===== src/rtl/dpr_map.vh =====
`ifndef DPR_MAP_VH
`define DPR_MAP_VH

// Register offsets of the controller (byte addresses, one word each).
`define DPR_CMD_OFS      8'h00
`define DPR_DATA_OFS     8'h04
`define DPR_CFG_OFS      8'h08
`define DPR_STAT_OFS     8'h0c
`define DPR_RDBK_OFS     8'h10

// Command register fields.
`define DPR_CMD_OP_MSB   2
`define DPR_CMD_OP_LSB   0
`define DPR_CMD_PORT_BIT 3
`define DPR_CMD_CONV_BIT 4

// Command opcodes.
`define DPR_OP_WRITE     3'h1
`define DPR_OP_UPDATE    3'h2
`define DPR_OP_READ      3'h3
`define DPR_OP_CLEAR     3'h4
`define DPR_OP_WRUPD     3'h5

// Status and configuration fields.
`define DPR_STAT_BUSY_BIT 0
`define DPR_STAT_ERR_BIT  1
`define DPR_CFG_FIXED_BIT 0

// Reset values and the first reserved range code.
`define DPR_CFG_RST      1'b0
`define DPR_DATA_RST     18'h00000
`define DPR_RANGE_RSVD   3'h6

// Bus answers.
`define DPR_RESP_OKAY    2'b00
`define DPR_RESP_SLVERR  2'b10

// Pin timing: every phase of a pin sequence lasts at least this long, except setup, whose pins only change one edge into it.
`define DPR_CLK_NS       25
`define DPR_PHASE_NS     50
`define DPR_PHASE_CYC    ((`DPR_PHASE_NS + `DPR_CLK_NS - 1) / `DPR_CLK_NS)

`endif


===== src/rtl/dpr_host_ctrl.v =====
`timescale 1ns/1ps
`include "dpr_map.vh"
// Overview of operation
// - Write strobe loads range or code by select
// - Joined strobes: fall writes, rise updates
// - Fixed mode: range strapped, select held low (a range sequence begun before it is set keeps select high to its end)
// - Set select first, then raise read
// - Drop update before read after converter read
// - Six range codes; 110 and 111 reserved
module dpr_host_ctrl #(
  parameter ADDR_W = 8,
  parameter CNT_W  = 4
) (
  input  wire              aclk,
  input  wire              aresetn,
  input  wire              ce,
  input  wire [ADDR_W-1:0] s_axi_awaddr,
  input  wire              s_axi_awvalid,
  output wire              s_axi_awready,
  input  wire [31:0]       s_axi_wdata,
  input  wire [3:0]        s_axi_wstrb,
  input  wire              s_axi_wvalid,
  output wire              s_axi_wready,
  output reg  [1:0]        s_axi_bresp,
  output reg               s_axi_bvalid,
  input  wire              s_axi_bready,
  input  wire [ADDR_W-1:0] s_axi_araddr,
  input  wire              s_axi_arvalid,
  output wire              s_axi_arready,
  output reg  [31:0]       s_axi_rdata,
  output reg  [1:0]        s_axi_rresp,
  output reg               s_axi_rvalid,
  input  wire              s_axi_rready,
  input  wire [17:0]       code_lines_in,
  output reg  [17:0]       code_lines_out,
  output reg               code_lines_oe_n,
  input  wire [2:0]        range_bits_in,
  output reg  [2:0]        range_bits_out,
  output reg               range_bits_oe_n,
  output reg               write_n,
  output reg               update_strobe,
  output reg               read_en,
  output reg               range_select,
  output reg               async_clear_n
);

  localparam ST_IDLE  = 3'd0;
  localparam ST_SETUP = 3'd1;
  localparam ST_PULSE = 3'd2;
  localparam ST_SEL   = 3'd3;
  localparam ST_UPLOW = 3'd4;
  localparam ST_REL   = 3'd5;
  localparam integer     PHASE_M1   = `DPR_PHASE_CYC - 1;
  localparam [CNT_W-1:0] PHASE_LOAD = PHASE_M1[CNT_W-1:0];

  //////////////////////////////////////////////////////////////////////////
  // Register file.

  reg  [2:0]  state_reg, state_next;
  reg  [2:0]  op_reg;
  reg         port_reg;
  reg         conv_reg;
  reg  [17:0] data_reg;
  reg         fixed_reg;
  reg         err_reg;
  reg  [17:0] rdbk_reg;
  wire        phase_done;
  wire        busy = (state_reg != ST_IDLE);
  wire        wr_take = ce && s_axi_awvalid && s_axi_wvalid && !s_axi_bvalid;
  wire        rd_take = ce && s_axi_arvalid && !s_axi_rvalid;
  wire [2:0]  cmd_op = s_axi_wdata[`DPR_CMD_OP_MSB:`DPR_CMD_OP_LSB];
  wire        cmd_port = s_axi_wdata[`DPR_CMD_PORT_BIT];
  wire        is_cmd = (s_axi_awaddr == `DPR_CMD_OFS);
  reg         cmd_ok;
  reg         map_ok;

  assign s_axi_awready = wr_take;
  assign s_axi_wready  = wr_take;
  assign s_axi_arready = rd_take;

  function [17:0] merge_bytes;
    input [17:0] old;
    input [31:0] val;
    input [3:0]  strb;
    begin
      merge_bytes[7:0]   = strb[0] ? val[7:0]   : old[7:0];
      merge_bytes[15:8]  = strb[1] ? val[15:8]  : old[15:8];
      merge_bytes[17:16] = strb[2] ? val[17:16] : old[17:16];
    end
  endfunction

  function is_write_op;
    input [2:0] op;
    begin
      is_write_op = (op == `DPR_OP_WRITE) || (op == `DPR_OP_WRUPD);
    end
  endfunction

  // A command is refused rather than half-done, so software sees SLVERR.
  always @* begin
    cmd_ok = !busy;
    if ((cmd_op == 3'h0) || (cmd_op > `DPR_OP_WRUPD)) begin
      cmd_ok = 1'b0;
    end else if (fixed_reg && cmd_port) begin
      cmd_ok = 1'b0;
    end else if (cmd_port && is_write_op(cmd_op) &&
                 data_reg[2:0] >= `DPR_RANGE_RSVD) begin
      cmd_ok = 1'b0;
    end
  end

  always @* begin
    map_ok = is_cmd || (s_axi_awaddr == `DPR_DATA_OFS) ||
             (s_axi_awaddr == `DPR_CFG_OFS);
  end

  wire start = wr_take && is_cmd && cmd_ok;

  always @(posedge aclk) begin
    if (!aresetn) begin
      s_axi_bvalid <= 1'b0;
      s_axi_bresp  <= `DPR_RESP_OKAY;
      data_reg     <= `DPR_DATA_RST;
      fixed_reg    <= `DPR_CFG_RST;
      err_reg      <= 1'b0;
      op_reg       <= 3'h0;
      port_reg     <= 1'b0;
      conv_reg     <= 1'b0;
    end else if (ce) begin
      if (s_axi_bvalid && s_axi_bready) begin
        s_axi_bvalid <= 1'b0;
      end
      if (wr_take) begin
        s_axi_bvalid <= 1'b1;
        s_axi_bresp  <= `DPR_RESP_OKAY;
        if (!map_ok || (is_cmd && !cmd_ok)) begin
          s_axi_bresp <= `DPR_RESP_SLVERR;
        end
        if (is_cmd && !cmd_ok) begin
          err_reg <= 1'b1;
        end else if (start) begin
          err_reg  <= 1'b0;
          op_reg   <= cmd_op;
          port_reg <= cmd_port;
          conv_reg <= s_axi_wdata[`DPR_CMD_CONV_BIT];
        end else if (s_axi_awaddr == `DPR_DATA_OFS) begin
          data_reg <= merge_bytes(data_reg, s_axi_wdata, s_axi_wstrb);
        end else if ((s_axi_awaddr == `DPR_CFG_OFS) && s_axi_wstrb[0]) begin
          fixed_reg <= s_axi_wdata[`DPR_CFG_FIXED_BIT];
        end
      end
    end
  end

  always @(posedge aclk) begin
    if (!aresetn) begin
      s_axi_rvalid <= 1'b0;
      s_axi_rdata  <= 32'h00000000;
      s_axi_rresp  <= `DPR_RESP_OKAY;
    end else if (ce) begin
      if (s_axi_rvalid && s_axi_rready) begin
        s_axi_rvalid <= 1'b0;
      end
      if (rd_take) begin
        s_axi_rvalid <= 1'b1;
        s_axi_rresp  <= `DPR_RESP_OKAY;
        s_axi_rdata  <= 32'h00000000;
        if (s_axi_araddr == `DPR_CMD_OFS) begin
          s_axi_rdata[4:0] <= {conv_reg, port_reg, op_reg};
        end else if (s_axi_araddr == `DPR_DATA_OFS) begin
          s_axi_rdata[17:0] <= data_reg;
        end else if (s_axi_araddr == `DPR_CFG_OFS) begin
          s_axi_rdata[`DPR_CFG_FIXED_BIT] <= fixed_reg;
        end else if (s_axi_araddr == `DPR_STAT_OFS) begin
          s_axi_rdata[`DPR_STAT_BUSY_BIT] <= busy;
          s_axi_rdata[`DPR_STAT_ERR_BIT]  <= err_reg;
        end else if (s_axi_araddr == `DPR_RDBK_OFS) begin
          s_axi_rdata[17:0] <= rdbk_reg;
        end else begin
          s_axi_rresp <= `DPR_RESP_SLVERR;
        end
      end
    end
  end

  //////////////////////////////////////////////////////////////////////////
  // Pin sequencer. Each phase lasts the phase time; pins change between
  // phases, or one edge into setup, so that strobe edges never meet a moving select.

  wire rd_op  = (op_reg == `DPR_OP_READ);
  wire wu_op  = (op_reg == `DPR_OP_WRUPD);
  wire two_ph = wu_op || (rd_op && conv_reg);

  always @* begin
    state_next = state_reg;
    case (state_reg)
      ST_IDLE:  if (start) state_next = ST_SETUP;
      ST_SETUP: if (phase_done) state_next = ST_PULSE;
      ST_PULSE: if (phase_done) state_next = two_ph ? ST_SEL : ST_REL;
      ST_SEL:   if (phase_done) state_next = ST_UPLOW;
      ST_UPLOW: if (phase_done) state_next = ST_REL;
      ST_REL:   if (phase_done) state_next = ST_IDLE;
      default:  state_next = ST_IDLE;
    endcase
  end

  dpr_phase_timer #(
    .CNT_W (CNT_W)
  ) u_timer (
    .aclk    (aclk),
    .aresetn (aresetn),
    .ce      (ce),
    .load    (state_next != state_reg),
    .count   (PHASE_LOAD),
    .done    (phase_done)
  );

  // Command fields land on the starting edge, so pins wait one edge for them.
  wire active     = (state_reg != ST_IDLE) && (state_next != ST_IDLE);
  wire drive_data = is_write_op(op_reg) && active;
  wire in_pulse   = (state_next == ST_PULSE);
  wire in_sel     = (state_next == ST_SEL);
  wire rd_high    = rd_op && (in_pulse || in_sel || state_next == ST_UPLOW);

  always @(posedge aclk) begin
    if (!aresetn) begin
      state_reg       <= ST_IDLE;
      rdbk_reg        <= 18'h00000;
      code_lines_out  <= 18'h00000;
      code_lines_oe_n <= 1'b1;
      range_bits_out  <= 3'h0;
      range_bits_oe_n <= 1'b1;
      write_n         <= 1'b1;
      update_strobe   <= 1'b0;
      read_en         <= 1'b0;
      range_select    <= 1'b0;
      async_clear_n   <= 1'b1;
    end else if (ce) begin
      state_reg <= state_next;
      // Only the selected port is driven, and nothing while reading.
      code_lines_out  <= data_reg;
      range_bits_out  <= data_reg[2:0];
      code_lines_oe_n <= !(drive_data && !port_reg);
      range_bits_oe_n <= !(drive_data && port_reg && !fixed_reg);
      if (!active) begin
        range_select <= 1'b0;
      end else begin
        range_select <= port_reg;
      end
      write_n <= !(is_write_op(op_reg) && in_pulse);
      // Joined strobes rise together; the rising edge updates.
      update_strobe <= ((op_reg == `DPR_OP_UPDATE) && in_pulse) ||
                       (wu_op && in_sel) ||
                       (rd_op && conv_reg && in_sel);
      read_en       <= rd_high;
      async_clear_n <= !((op_reg == `DPR_OP_CLEAR) && in_pulse);
      if (rd_op && phase_done &&
          ((state_reg == ST_PULSE && !conv_reg) || state_reg == ST_SEL)) begin
        rdbk_reg <= port_reg ? {15'h0000, range_bits_in}
                             : code_lines_in;
      end
    end
  end

endmodule // dpr_host_ctrl


===== src/rtl/dpr_phase_timer.v =====
`timescale 1ns/1ps
module dpr_phase_timer #(
  parameter CNT_W = 4
) (
  input  wire             aclk,
  input  wire             aresetn,
  input  wire             ce,
  input  wire             load,
  input  wire [CNT_W-1:0] count,
  output wire             done
);

  reg [CNT_W-1:0] cnt_reg;

  always @(posedge aclk) begin
    if (!aresetn) begin
      cnt_reg <= {CNT_W{1'b0}};
    end else if (ce) begin
      if (load) begin
        cnt_reg <= count;
      end else if (cnt_reg != {CNT_W{1'b0}}) begin
        cnt_reg <= cnt_reg - {{(CNT_W-1){1'b0}}, 1'b1};
      end
    end
  end

  // Done must not look at load: load is built from the state that done
  // itself steers, and the two would form a combinational loop.
  assign done = (cnt_reg == {CNT_W{1'b0}});

endmodule // dpr_phase_timer


===== config.mk =====
export PLATFORM = sky130hd
export DESIGN_NAME = dpr_host_ctrl
export DESIGN_NICKNAME = d
export VERILOG_FILES = /design/src/rtl/dpr_host_ctrl.v /design/src/rtl/dpr_phase_timer.v
export VERILOG_INCLUDE_DIRS = /design/src /design/src/rtl
export SDC_FILE = /design/constraint.sdc
export NUM_CORES = 1
export LEC_CHECK = 0
export BUFFER_PORTS_ARGS = -buffer_cell sky130_fd_sc_hd__buf_4
export CAP_MARGIN = 5
export CORE_AREA = 2 2 97 99
export CTS_BUF_LIST = sky130_fd_sc_hd__clkbuf_4 sky130_fd_sc_hd__clkbuf_8
export DETAILED_ROUTE_END_ITERATION = 8
export DIE_AREA = 0 0 99 101
export GPL_TIMING_DRIVEN = 0
export PLACE_DENSITY = 0.79
export SYNTH_ARGS = -nofsm -noshare
export SYNTH_HDL_FRONTEND = slang
export SYNTH_SLANG_ARGS = --single-unit

===== constraint.sdc =====
create_clock -name aclk -period 2.4 [get_ports aclk]
set_clock_uncertainty 0.15 [all_clocks]
set_input_delay 0.48 -clock aclk [delete_from_list [all_inputs] [get_ports aclk]]
set_output_delay 0.48 -clock aclk [all_outputs]
set_load 0.05 [all_outputs]

### After elaboration in Yosys (flattened, before gate mapping)

Index checks and enable logic that the tools add are counted.

* bits in latches: 0
* bits in read-only memories: 0
* memories kept: 0
* bits in writable memories: 0
* output and inout port bits: 69
* flip-flop bits (word level): 102
* word-level logic and storage cells: 165
* input bits: 81

* shifts and indexed selects: 0
* $add $sub $neg: 1
* equal/unequal tests: 22
* multipliers: 0
* $lt $le $gt $ge: 2
* div/mod/pow operators: 0
* bitwise gates (word level): 3
* reduce and logical (&&, ||, !) cells: 77
* multiplexer cells: 35

Operators with widths (count)
* $mux W18: 3
* $logic_and A1 B1 Y1: 29
* $eq A8 B4 Y1 const B: 3
* $reduce_and A6 Y1: 4
* $mux W3: 7
* $eq A3 B2 Y1 const B: 6
* $eq A3 B3 Y1 const B: 6
* $pmux W3 S6: 1
* $mux W17: 1
* $eq A8 B3 Y1 const B: 2
* $logic_not A8 Y1: 2
* $mux W16: 1
* $mux W2: 7
* $mux W13: 1
* $logic_not A1 Y1: 12
* $logic_or A1 B1 Y1: 12
* $reduce_and A2 Y1: 6
* $mux W1: 11
* $eq A3 B1 Y1 const B: 3
* $eq A8 B5 Y1 const B: 1
* $mux W4: 2
* $reduce_bool A2 Y1: 4
* $logic_not A3 Y1: 2
* $reduce_bool A3 Y1: 2
* other kinds (10): 12

### Longest topological paths before layout

* depth in word-level cells: 16
* depth in mapped cells: 9
* mapped depth without buffers: 6

### Cells and area by module

A second synthesis with hierarchy kept.

* cell total of the unflattened synthesis: 518
* area total of the unflattened synthesis: 4725.8 um^2

By module, submodules not included
* dpr_host_ctrl: cells an instance 484, area each 4414.2 um^2, instances 1, sequential area each 1861.8 um^2
* dpr_phase_timer: cells an instance 34, area each 311.5 um^2, instances 1, sequential area each 80.1 um^2

### Worst setup path before layout

OpenSTA, ideal clock, no wires.

* path type: register to register
* start: register s_axi_bvalid
* end: register u_timer.cnt_reg[1]
* arrival time: 2.050 ns
* slack: 0.084 ns
* stages on the path, launching flop included: 6
* path buffers: 1
* data required time: 2.134 ns
* setup time: 0.116 ns
* clock period less this slack: 2.316 ns
* cell sequence: dfxtp_1 and4b_1 and3_1 nand4bb_1 buf_2 a31o_2

* longest elaborated chain between the ends: 9
* elaborated cells between the ends (all ways): 10
* classes of those cells: eq/ne: 1; mux: 3; reduce/logical: 6

Ends and longest elaborated chain
* start, declared: line dpr_host_ctrl.v:25 `output reg s_axi_bvalid,`
* start signal, assigned: line dpr_host_ctrl.v:121 `s_axi_bvalid <= 1'b0;`
* start signal, assigned: line dpr_host_ctrl.v:131 `s_axi_bvalid <= 1'b0;`
* start signal, assigned: line dpr_host_ctrl.v:134 `s_axi_bvalid <= 1'b1;`
* $logic_not A1 Y1 (*): line dpr_host_ctrl.v:69 `wire wr_take = ce && s_axi_awvalid && s_axi_wvalid && !s_axi_bvalid;`
* $logic_and A1 B1 Y1 (*): line dpr_host_ctrl.v:69
* named net s_axi_awready: line dpr_host_ctrl.v:19 `output wire s_axi_awready,`
* $logic_and A1 B1 Y1 (*) (2 in series): line dpr_host_ctrl.v:117 `wire start = wr_take && is_cmd && cmd_ok;`
* $mux W3 (*): line dpr_host_ctrl.v:197 `ST_IDLE: if (start) state_next = ST_SETUP;`
* $pmux W3 S6 (*): line dpr_host_ctrl.v:196 `case (state_reg)`
* $ne A3 B3 Y1 (*): line dpr_host_ctrl.v:213 `.load (state_next != state_reg),`
* $reduce_bool A2 Y1 (no line)
* $reduce_and A2 Y1 (no line)
* end signal, assigned: line dpr_phase_timer.v:17 `cnt_reg <= {CNT_W{1'b0}};`
* end signal, assigned: line dpr_phase_timer.v:20 `cnt_reg <= count;`
* end signal, assigned: line dpr_phase_timer.v:22 `cnt_reg <= cnt_reg - {{(CNT_W-1){1'b0}}, 1'b1};`
* end, declared: line dpr_phase_timer.v:13 `reg [CNT_W-1:0] cnt_reg;`

The timed path passes the listed nets; every way through them passes the cells marked *.
A chain may end at the register's enable or synchronous reset.

### Final worst setup path

* start: register u_timer.cnt_reg[1]
* end: register rdbk_reg[12]

* longest elaborated chain between the ends: 4

Ends and longest elaborated chain
* $logic_not A4 Y1: line dpr_phase_timer.v:29 `assign done = (cnt_reg == {CNT_W{1'b0}});`
* $logic_and A1 B1 Y1 (2 in series): line dpr_host_ctrl.v:257 `if (rd_op && phase_done &&`
* $reduce_and A2 Y1 (no line)
* end signal, assigned: line dpr_host_ctrl.v:259 `rdbk_reg <= port_reg ? {15'h0000, range_bits_in}`
* end, declared: line dpr_host_ctrl.v:66 `reg [17:0] rdbk_reg;`

No other way between the ends.

==> run metrics <==
status finished, final reports clean; most frequent cells in the layout buf_4, dfxtp_1, nand2_1, mux2i_1, nor2_1; synthesis warning total 0; commonest non-fill, non-tap cell in the layout buf_4; final core utilization around two thirds; HPWL Detailed about 10000 um; Worst Path Buf+Inv 4; routed vias/inst approximately 5.5; via count of the first global-routing pass 4007; slowest CP cell or4_4; Clk pin slew, worst setup/hold paths ~110 ps; Design Area, Final about 0.0059 sq mm; Syn Inst Count ~530; largest net degree at the start of global routing 19; DRC 0; GRT overflow 0; RSZ-0062 raised after global routing false; Area growth syn-to-layout 29.2%; kind of critical path register to register; type of the worst min-delay path primary input to register; via count roughly 4.4k; pwr dens ~600 mW/mm^2; CP peak stage delay between 500 and 600 ps; Max Cap Violations 0; DR pass1 iterations 5; Max Root-Sink Buffers 2; Finished Layout Cells ~800; Clock Tree Root clkbuf_8; CTS tree done; Starting Density around 51%; Setup crit end kind register; worst skew pair latency roughly 370 ps; Critical Path Fanout Max 10; Num CTS Buffers 9; Hold-fix buffers, CTS 0; critical-path cell list inv_1 -> ha_4 -> or3b_1 -> buf_6 -> or4_4 -> buf_6 -> buf_6 -> nand2_1 -> a21oi_1; Cell Area, Synth 0.00455 sq mm; Fin. Hold Viols 0; dpl cells 773; WHS 190 ps; total die area 0.0100 sq mm; CP most frequent cell buf_6; Async SR Flop Fraction 0%; area of the core 0.00898 sq mm; Fmax achieved around 0.43 GHz; cell family with most CP delay simple AND/OR/NAND/NOR gates; Final min period around 2300 ps; layout net count 758; first-pass GRT wire length approximately 21000 um; CP arrival 2430 ps; Yosys reg bits a little under 100; port buffer count between 100 and 150; fin crit share between 90% and 100%; Cell Area, Placed 0.00562 sq mm; GP Congestion a little over 0.9; fill count ~800; Unique masters post-synth 56; sequential-to-total area share from yosys stat between 40% and 50%; critical path required time between 2000 and 3000 ps; commonest register cell after synthesis dfxtp_1; Final Max Slew Viols 0; DRT Wirelength ~13000 um; Post-Syn Area per Cell 8.57 sq um; cell leakage power about 2.5 nW; # setup viols final 0; Die Y about 100 um; Max-slew headroom about 51%; Multi-input gate area ~0.0023 sq mm; register area slightly below 0.002 sq mm; actual slew at the worst max-slew pin between 700 and 800 ps; CP Launch Type register; Sink Count 97; DRT antenna net count 0; Initial DRC Count 361; die width approximately 99 um; layout cells sized above 1 25.8%; wire length per cell around 17 um; GRT Total Usage a little over a quarter; initial antenna violation count 0; number of synthesized flops with an enable pin 0; FP Rows 35; H-tree depth 3; ANT cells 0; Max VDD drop ~0.36 mV; num ports 150
==> area by class of cell <==
type                       instances  share of cell area, %
timing repair buffer             119                   15.2
sequential                        97                   33.0
clock buffer                      10                   2.34
multi-input combinational        378                   39.2
inverter                           8                  0.511
clock inverter                     6                   1.40
buffer                            63                   5.96
tap                              111                   2.36
==> layer usage <==
layer	wire [um]	global-route usage (%)	vias up
met4	226	8.01	0
li1	-	-	2126
met2	6240	43.2	188
met1	5810	36.4	2034
met5	0	0	-
met3	1030	3.12	19
==> repair_timing <==
action | in CTS | in global routing
resized for setup | 1 | 3
pin swaps | 2 | 1
setup endpoints to repair | 11 | 12
setup buffers | 1 | 2
==> final timing paths <==
check	start	end	slack, ps	cells past startpoint
min reg2reg	rdbk_reg[2]$_SDFFE_PN0P_	rdbk_reg[2]$_SDFFE_PN0P_	310	2
max reg2reg	u_timer.cnt_reg[1]$_SDFFE_PN0P_	rdbk_reg[12]$_SDFFE_PN0P_	60	9
min	s_axi_araddr[0]	s_axi_rdata[0]$_SDFFE_PN0P_	190	2
max	u_timer.cnt_reg[1]$_SDFFE_PN0P_	rdbk_reg[12]$_SDFFE_PN0P_	60	9
==> worst register-to-register path, cell delays in order (launching register included) <==
cell and delay, ps:
dfxtp_1 340, inv_1 110, ha_4 150, or3b_1 350
buf_6 150, or4_4 530, buf_6 170, buf_6 140
nand2_1 70, a21oi_1 60
==> Yosys cell counts (2+ instances only) <==
library cell,number,area share (%)
dfxtp_1,97,43
nand2_1,90,7.4
mux2i_1,47,10
nor2_1,31,2.6
a21oi_1,30,3.3
clkbuf_1,28,2.3
nand3_1,23,2.5
buf_4,20,3.3
nand3b_1,17,2.8
nand4_1,16,2.2
a31oi_1,15,2.1
o21ai_0,12,1.3
nor2b_1,9,1.2
inv_1,8,0.66
buf_2,6,0.66
nand2b_1,6,0.82
buf_1,5,0.41
nor3_1,5,0.55
o2bb2ai_1,5,0.96
and4b_1,4,0.88
buf_6,4,0.99
nor3b_1,4,0.66
nor4_1,4,0.55
a31o_2,3,0.58
mux2_2,3,0.74
o32ai_1,3,0.58
a22oi_1,2,0.33
a41o_1,2,0.44
and3_1,2,0.27
and3b_1,2,0.39
nand4b_1,2,0.39
o31ai_1,2,0.33
==> cell families (layout without fill, tap and decap cells) <==
group | after synthesis | in the layout | synth area share [%]
buffers and inverters | 71 | 206 | 8.33
AOI/OAI and AO/OA | 86 | 86 | 12.2
other | 1 | 16 | 0.0824
xor gates and xnor gates | 1 | 1 | 0.193
and+or+nand+nor | 224 | 224 | 25.2
muxes | 50 | 50 | 11.1
DFF | 97 | 97 | 42.7
adders and majority gates | 1 | 1 | 0.275
==> stage by stage <==
| step | total power [mW] | setup TNS, ps | setup slack (ps) |
|---|---|---|---|
| after CTS | 3.48 | 0 | 38.0 |
| final | 3.51 | 0 | 64.7 |
| after floorplan | 2.16 | 0 | 84.2 |
| after global placement | 2.35 | -1120 | -252 |
| after global routing | 3.65 | 0 | 4.30 |
| after detailed placement | 2.35 | -1740 | -276 |
==> report_power, final <==
part / switching, mW / total (mW) / internal [mW]
clock: 0.625 / 1.16 / 0.534
sequential: 0.0272 / 1.66 / 1.64
combinational: 0.400 / 0.686 / 0.286
total: 1.05 / 3.51 / 2.46
No activity file was read; power rests on OpenSTA's default activity.
